<file path="config.mk">
export PLATFORM = sky130hd
export DESIGN_NAME = serial_power_host
export DESIGN_NICKNAME = d
export VERILOG_FILES = /design/src/verilog/serial_power_host_pkg.sv /design/src/verilog/serial_power_host.sv
export VERILOG_INCLUDE_DIRS = /design/src /design/src/verilog
export SDC_FILE = /design/constraint.sdc
export NUM_CORES = 1
export LEC_CHECK = 0
export BUFFER_PORTS_ARGS = -buffer_cell sky130_fd_sc_hd__buf_2
export CORE_MARGIN = 4
export CORE_UTILIZATION = 45
export DETAILED_ROUTE_END_ITERATION = 8
export PLACE_DENSITY = 0.87
export SYNTH_ARGS = -nofsm -noshare
export SYNTH_HDL_FRONTEND = slang
export SYNTH_SLANG_ARGS = --single-unit
</file>
<file path="constraint.sdc">
create_clock -name ref_clk -period 2.35 [get_ports ref_clk]
set_clock_uncertainty 0.15 [all_clocks]
set_input_delay 0.47 -clock ref_clk [delete_from_list [all_inputs] [get_ports ref_clk]]
set_output_delay 0.47 -clock ref_clk [all_outputs]
set_load 0.02 [all_outputs]
</file>
<file path="src/verilog/serial_power_host_defines.svh">
// Register map, field positions, reset values and widths of the power host
`ifndef SERIAL_POWER_HOST_DEFINES_SVH
`define SERIAL_POWER_HOST_DEFINES_SVH

`define SPH_ADR_W 4
`define SPH_CTRL_OFS 4'h0
`define SPH_TXD_OFS 4'h4
`define SPH_STAT_OFS 4'h8

`define SPH_CTRL_SLEEP 0
`define SPH_CTRL_AUTO 1
`define SPH_CTRL_RXDIS 2
`define SPH_CTRL_PEER 3
`define SPH_CTRL_LOWPWR 4
`define SPH_CTRL_USED_LO 5
`define SPH_CTRL_USED_HI 7
`define SPH_CTRL_RST 8'h00
`define SPH_PINS_RST 7'h70

`define SPH_TX_N 3
`define SPH_RX_N 5
`define SPH_MON_N 2
`define SPH_SYNC_W 8

`define SPH_STAT_SIG 0
`define SPH_STAT_MODE_LO 1
`define SPH_STAT_MODE_HI 2
`define SPH_STAT_RX_LO 3
`define SPH_STAT_RX_HI 7
`define SPH_STAT_MON_LO 8
`define SPH_STAT_MON_HI 9

`endif

</file>
<file path="src/verilog/serial_power_host_pkg.sv">
// Types shared by the serial transceiver power host
package serial_power_host_pkg;

  typedef enum logic [1:0] {
    M_ACTIVE,
    M_MANUAL,
    M_AUTO
  } mode_t;

  typedef struct packed {
    logic [2:0] tx_used;
    logic low_power;
    logic peer_off;
    logic rx_dis;
    logic auto_en;
    logic sleep;
  } ctrl_t;

  typedef struct packed {
    logic manual_sleep_n;
    logic force_sleep_n;
    logic auto_sleep_inhibit;
    logic rx_disable;
    logic [2:0] tx_in;
  } pins_t;

  typedef struct packed {
    logic sig_present;
    logic [4:0] rx_out;
    logic [1:0] monitor_rx_out;
  } sense_t;

endpackage

</file>
<file path="src/verilog/serial_power_host.sv">
// Host controller driving the mode pins and data inputs of a serial transceiver
`timescale 1ns/1ns
`default_nettype none
`include "serial_power_host_defines.svh"

// Summary of operation
// RULE1: Device inverts each transmitter logic input
// RULE2: Device floats transmitter outputs in powerdown
// RULE3: Device stops charge pump in powerdown
// RULE4: Charge pump runs only while rails sag
// RULE5: Transmit path carries at least 250kbps
// RULE6: Standard receivers invert and can three-state
// RULE7: Monitor receivers pass non-inverted, always driven
// RULE8: Receiver disable input high floats receivers
// RULE9: Forced sleep disables receivers, auto does not
// RULE10: Monitor receivers keep working in manual sleep
// RULE11: Disable receivers feeding a powered-down peripheral
// RULE12: Shutdown pin high runs, low sleeps
// RULE13: Keep shutdown pin high when unused
// RULE14: Receivers stay on; disable them for low power
// RULE15: Both force pins high means always on
// RULE16: Force-off low sleeps, dominating force-on
// RULE17: Force-on high disables automatic powerdown
// RULE18: Tie unused transmitter inputs low
// RULE19: Signal-present drops when no valid line levels
// RULE20: Valid levels raise signal-present and wake device
// RULE21: No signal with auto enabled means auto sleep
// RULE22: Mode decode from controls and signal-present

module serial_power_host (
  input wire logic ref_clk,
  input wire logic nrst,
  input wire logic cyc_i,
  input wire logic stb_i,
  input wire logic we_i,
  input wire logic [`SPH_ADR_W-1:0] adr_i,
  input wire logic [3:0] sel_i,
  input wire logic [31:0] dat_i,
  output logic [31:0] dat_o,
  output logic ack_o,
  output serial_power_host_pkg::pins_t pins_o,
  input wire serial_power_host_pkg::sense_t sense_i
);
  import serial_power_host_pkg::*;

  // ------------------------------------------------------------
  // Address decode
  // ------------------------------------------------------------
  function automatic logic hit(input logic [`SPH_ADR_W-1:0] a, input logic [`SPH_ADR_W-1:0] o);
    hit = (a == o);
  endfunction

  // ------------------------------------------------------------
  // Pin input synchronisers
  // ------------------------------------------------------------
  sense_t sync1_r;
  sense_t sense_r;

  always_ff @(posedge ref_clk or negedge nrst) begin
    if (!nrst) begin
      sync1_r <= '0;
      sense_r <= '0;
    end else begin
      sync1_r <= sense_i;
      sense_r <= sync1_r;
    end
  end

  // ------------------------------------------------------------
  // Registers and bus slave
  // ------------------------------------------------------------
  ctrl_t ctrl_r;
  ctrl_t ctrl_nxt;
  logic [2:0] txd_r;
  logic [2:0] txd_nxt;
  logic ack_r;
  logic ack_nxt;
  logic [31:0] dat_r;
  logic [31:0] dat_nxt;
  mode_t mode_r;
  mode_t mode_nxt;
  logic req;

  assign req = cyc_i && stb_i && !ack_r;

  always_comb begin
    ctrl_nxt = ctrl_r;
    txd_nxt = txd_r;
    dat_nxt = dat_r;
    ack_nxt = req;
    if (req && we_i && sel_i[0]) begin
      if (hit(adr_i, `SPH_CTRL_OFS)) begin
        ctrl_nxt.sleep = dat_i[`SPH_CTRL_SLEEP];
        ctrl_nxt.auto_en = dat_i[`SPH_CTRL_AUTO];
        ctrl_nxt.rx_dis = dat_i[`SPH_CTRL_RXDIS];
        ctrl_nxt.peer_off = dat_i[`SPH_CTRL_PEER];
        ctrl_nxt.low_power = dat_i[`SPH_CTRL_LOWPWR];
        ctrl_nxt.tx_used = dat_i[`SPH_CTRL_USED_HI:`SPH_CTRL_USED_LO];
      end
      if (hit(adr_i, `SPH_TXD_OFS)) begin
        txd_nxt = dat_i[`SPH_TX_N-1:0];
      end
    end
    if (req && !we_i) begin
      dat_nxt = 32'h0;
      if (hit(adr_i, `SPH_CTRL_OFS)) begin
        dat_nxt[7:0] = ctrl_r;
      end
      if (hit(adr_i, `SPH_TXD_OFS)) begin
        dat_nxt[`SPH_TX_N-1:0] = txd_r;
      end
      if (hit(adr_i, `SPH_STAT_OFS)) begin
        dat_nxt[`SPH_STAT_SIG] = sense_r.sig_present;
        dat_nxt[`SPH_STAT_MODE_HI:`SPH_STAT_MODE_LO] = mode_r;
        dat_nxt[`SPH_STAT_RX_HI:`SPH_STAT_RX_LO] = sense_r.rx_out;
        dat_nxt[`SPH_STAT_MON_HI:`SPH_STAT_MON_LO] = sense_r.monitor_rx_out;
      end
    end
  end

  always_ff @(posedge ref_clk or negedge nrst) begin
    if (!nrst) begin
      ctrl_r <= `SPH_CTRL_RST;
      txd_r <= 3'h0;
      ack_r <= 1'b0;
      dat_r <= 32'h0;
    end else begin
      ctrl_r <= ctrl_nxt;
      txd_r <= txd_nxt;
      ack_r <= ack_nxt;
      dat_r <= dat_nxt;
    end
  end

  assign ack_o = ack_r;
  assign dat_o = dat_r;

  // ------------------------------------------------------------
  // Pin drive and device mode tracking
  // ------------------------------------------------------------
  pins_t pins_r;
  pins_t pins_nxt;

  always_comb begin
    pins_nxt.manual_sleep_n = !ctrl_r.sleep; // RULE12 RULE13
    pins_nxt.force_sleep_n = !ctrl_r.sleep; // RULE15 RULE16
    pins_nxt.auto_sleep_inhibit = !ctrl_r.auto_en; // RULE17 RULE15
    pins_nxt.rx_disable = ctrl_r.rx_dis || ctrl_r.peer_off // RULE11 RULE8
      || (ctrl_r.sleep && ctrl_r.low_power); // RULE14
    pins_nxt.tx_in = txd_r & ctrl_r.tx_used; // RULE18 RULE1
    if (ctrl_r.sleep) begin
      mode_nxt = M_MANUAL; // RULE16 RULE22
    end else if (ctrl_r.auto_en && !sense_r.sig_present) begin
      mode_nxt = M_AUTO; // RULE19 RULE21
    end else begin
      mode_nxt = M_ACTIVE; // RULE20
    end
  end

  always_ff @(posedge ref_clk or negedge nrst) begin
    if (!nrst) begin
      pins_r <= `SPH_PINS_RST;
      mode_r <= M_ACTIVE;
    end else begin
      pins_r <= pins_nxt;
      mode_r <= mode_nxt;
    end
  end

  assign pins_o = pins_r;
endmodule // serial_power_host
`default_nettype wire

</file>
* Word-level counts from Yosys, hierarchy flattened
Index checks and enable logic that the tools add are counted.
** Word-level totals
- Word-level logic and storage cells :: 45
- Output and inout port bits :: 40
- Flip-flop bits (word level) :: 46
- Input bits :: 53
** Operators by class
- Reductions and logical operators :: 17
- Mux-type cells :: 5
- Bitwise logic cells :: 1
- Eq/ne operators :: 2
** Operators with widths (number)
- 2-to-1 mux 10 bit :: 1
- 2-to-1 mux 8 bit :: 1
- logical AND 1 bit :: 7
- zero test 1 bit :: 5
- == test 4 x 3 -> 1 bit (second input constant) :: 1
- == test 4 bit (second input constant) :: 1
- zero test 4 bit :: 1
- 2-to-1 mux 2 bit :: 2
- AND reduction 2 bit :: 2
- AND 3 bit :: 1
- 2-to-1 mux 3 bit :: 1
- logical OR 1 bit :: 2

* Longest topological paths before layout
- Depth after elaboration :: 5
- Mapped depth :: 4
- Depth with buffers taken out :: 3

* Worst setup path before layout
Ideal clock, no wire load.
- Path kind :: in2reg
- Start point :: input adr_i[1]
- End point :: register ctrl_r[0] (netlist bit)
- Arrival time :: 1.729 ns
- Setup slack :: 0.346 ns
- Path buffers :: 0
- Stages :: 3
- Path through :: or4_1 > nor3_4 > mux2_2
** Between the ends
- Cells in the longest elaborated chain, start to end :: 2
** Ends and longest elaborated chain
- from (decl) :: RTL line serial_power_host.sv:36 : input wire logic [`SPH_ADR_W-1:0] adr_i,
- zero test 4 bit :: RTL line serial_power_host.sv:50 : hit = (a == o);
- AND reduction 2 bit (no source line)
- to (signal assigned) :: RTL line serial_power_host.sv:123 : ctrl_r <= `SPH_CTRL_RST;
- to (signal assigned) :: RTL line serial_power_host.sv:128 : ctrl_r <= ctrl_nxt;
- to (decl) :: RTL line serial_power_host.sv:72 : ctrl_t ctrl_r;
Every way passes these cells.
A chain may end at the register's enable or synchronous reset.

* Worst setup path after layout
- Start point :: input adr_i[1]
- End point :: register ctrl_r[1] (netlist bit)
The elaborated chain is that of the path after synthesis.

==> flow_summary.ini <==
[run_status]
run_status = finished, final reports clean

[setup_path]
path_depth = 5
critPathKind = input pin to register
cpPeakStageDelay_ps = 580
cp.required_ps = 2380
path_cells = buf_2 -> or4_1 -> nor3_4 -> buf_4 -> mux2_2
crit_family = simple AND/OR/NAND/NOR gates
rr_worst_depth = 4
timing.rr.start = ack_o
crit_fanout = 6
cp_data_arrival_time_ps = 1900
cp_num_buf_inv = 2
crit_path_end_kind = register
cpMaxStageDelayCell = or4_1
critPathLaunch = adr_i[1]
r2r_slack_ps = 590
startpoint_type = input pin

[clock_tree]
insertion_delay_ps = 290
cts_tree = built
cts_buffer_depth = 2
numClockSinks = 46
cts-buffers-inserted = 5
cts_setup_buffers = 0
clk_pin_slew_worst_paths_ps = 70
cts_max_level = 2
cts-resized-gates = 0
postCtsHoldBufs = 0
clockRootBuffer = clkbuf_8

[timing]
min_period_ps = 1873
tns_ps = 0
drv_slew = 0
worst_slew_pin_slew_ps = 544.5
setup_viol = 0
post-route-period-util_pct = 79.68
hold_viol_final = 0
relSlewSlack_pct = 63.70
rsz0062_at_grt = false
timing.fmax_mhz = 534.0

[detailed_routing]
wirelength_mm = 3.335
postRouteAntennaNets = 0
drtIter0Drc = 12
dr.pass1.iters = 4
via_per_inst = 4.770
wl_per_cell_um = 13.72
post-route-drc-count = 0
vias = 1159

[logic_synthesis]
syn_inst = 142
syn_area_per_cell_um2 = 12.83
async_flop_share_pct = 100.0
ys_seq_area_share_pct = 63.32
synth_area_um2 = 1822
synth_edf_count = 0
yosysWarnings = 0
synth_seq_cells = 46
synth_cell_types = 29
synth_flop_cell = dfrtp_1

[placed_design]
gp_congestion = 0.8104
port_buffers = 43
dpl.cell_count = 235
place_hpwl_mm = 2.577

[floorplan]
fp.coreArea_um2 = 3799
die_h_um = 71.63
boundaryPins = 93
rows = 22
die_x_um = 71.63
die-area_um2 = 5130
initial_utilization_pct = 47.96

[final_layout]
instances_no_fill = 243
diodes = 0
area.growth.synth_to_final_pct = 18.13
drive_gt1_share_pct = 37.44
fin_nets = 247
seqCellArea_um2 = 1154
fin_util_pct = 56.65
nFillCells = 350
multi_input_area_um2 = 545.5

[global_route]
grtUsageTotal_pct = 13.78
antenna_found_initial = 0
grt_max_degree = 26
grt_pass1_vias = 1071
overflow = 0
grt_first_pass_wirelength_mm = 5.306

[power]
irDropWorstVdd_v = 0.0003884
p_leak_nw = 1.110
power_density_nw_per_um2 = 765.5

[min_path]
hold_path_class = input pin to asynchronous set/reset pin

[run]
maxCapViolCount = 0
routing by layer:
metal | up-vias | GRT usage (%) | part of all wire, %
li1 | 552 | - | -
met1 | 555 | 17.99 | 40
met2 | 46 | 21.02 | 50
met3 | 6 | 6.031 | 9.3
met4 | 0 | 3.758 | 1.1
met5 | - | 0 | 0
logic make-up (layout without fill, tap and decap cells):
family / after synthesis / count (layout) / synth area share [%]
AOI/OAI and AO/OA: 15 / 15 / 6.388
buffers and inverters: 30 / 62 / 11.06
DFF: 46 / 46 / 63.32
muxes: 11 / 11 / 6.800
other: 1 / 22 / 0.2058
and+or+nand+nor: 39 / 39 / 12.23
stage by stage:
| stage | total power, W | hold slack [ps] | worst slack, ps | cell area (um^2) |
|---|---|---|---|---|
| 2_1_floorplan | 0.001045 | 24.41 | 345.8 | 1901 |
| 3_3_place_gp | 0.001099 | 182.8 | 198.2 | 2046 |
| 3_5_place_dp | 0.001108 | 184.7 | 162.5 | 2046 |
| 4_1_cts | 0.001669 | 16.79 | 480.6 | 2152 |
| 5_1_grt | 0.001728 | 34.37 | 451.8 | 2152 |
| 6_report | 0.001648 | 4.532 | 477.4 | 2152 |
cell type report:
cell class,instances,area share [%]
well taps,48,2.791
inverters,3,0.5233
repair buffers,51,12.79
clock inverters,1,1.395
flip-flops and latches,46,53.60
clock buffers,7,3.547
multi-input cells,87,25.35
power breakdown:
group | total, W | switching, W | internal (W)
logic | 0.000209 | 0.000137 | 0.0000722
clock network | 0.000559 | 0.000241 | 0.000318
registers | 0.000879 | 0.0000293 | 0.000850
cells in the final DEF, fill, tap and decap left out, drive strengths merged, types with 4 or more instances in the layout:
master / n
clkbuf: 7
dfrtp: 44
a221oi: 5
nor2: 10
mux2: 11
o21ai: 4
nand2b: 4
buf: 51
nand2: 7
conb: 22
nor3: 4
Yosys cell counts (2+ instances only):
cell type  number  area, um^2
clkbuf_1        2       7.510
nand2_1         7       26.28
nand2b_1        4       25.02
mux2_2         11       123.9
nor2_1         10       37.54
dfrtp_1        44        1101
nand3_1         2       10.01
and2_1          3       18.77
buf_4          23       172.7
dfstp_2         2       52.55
inv_1           3       11.26
o21ai_0         4       20.02
nor3_1          3       15.01
buf_2           2       10.01
a221oi_1        5       43.79
a211o_1         3       26.28
nor4_1          2       12.51
sequential cells by signal, summed over array words and instances, names as in the netlist:
signal	count
sync1_r	8
pins_o	6
ack_o	1
ctrl_r	8
dat_o	10
txd_r	3
mode_r	2
sense_r	8
path summary, 6_finish.rpt:
check                             end
setup / recovery            ctrl_r[1]
hold / removal                  ack_o
setup reg to reg             txd_r[1]
hold reg to reg            sense_r[5]
max in group asynchronous   pins_o[5]
min in group ref_clk       sync1_r[1]
(Power assumes the default switching activity.)
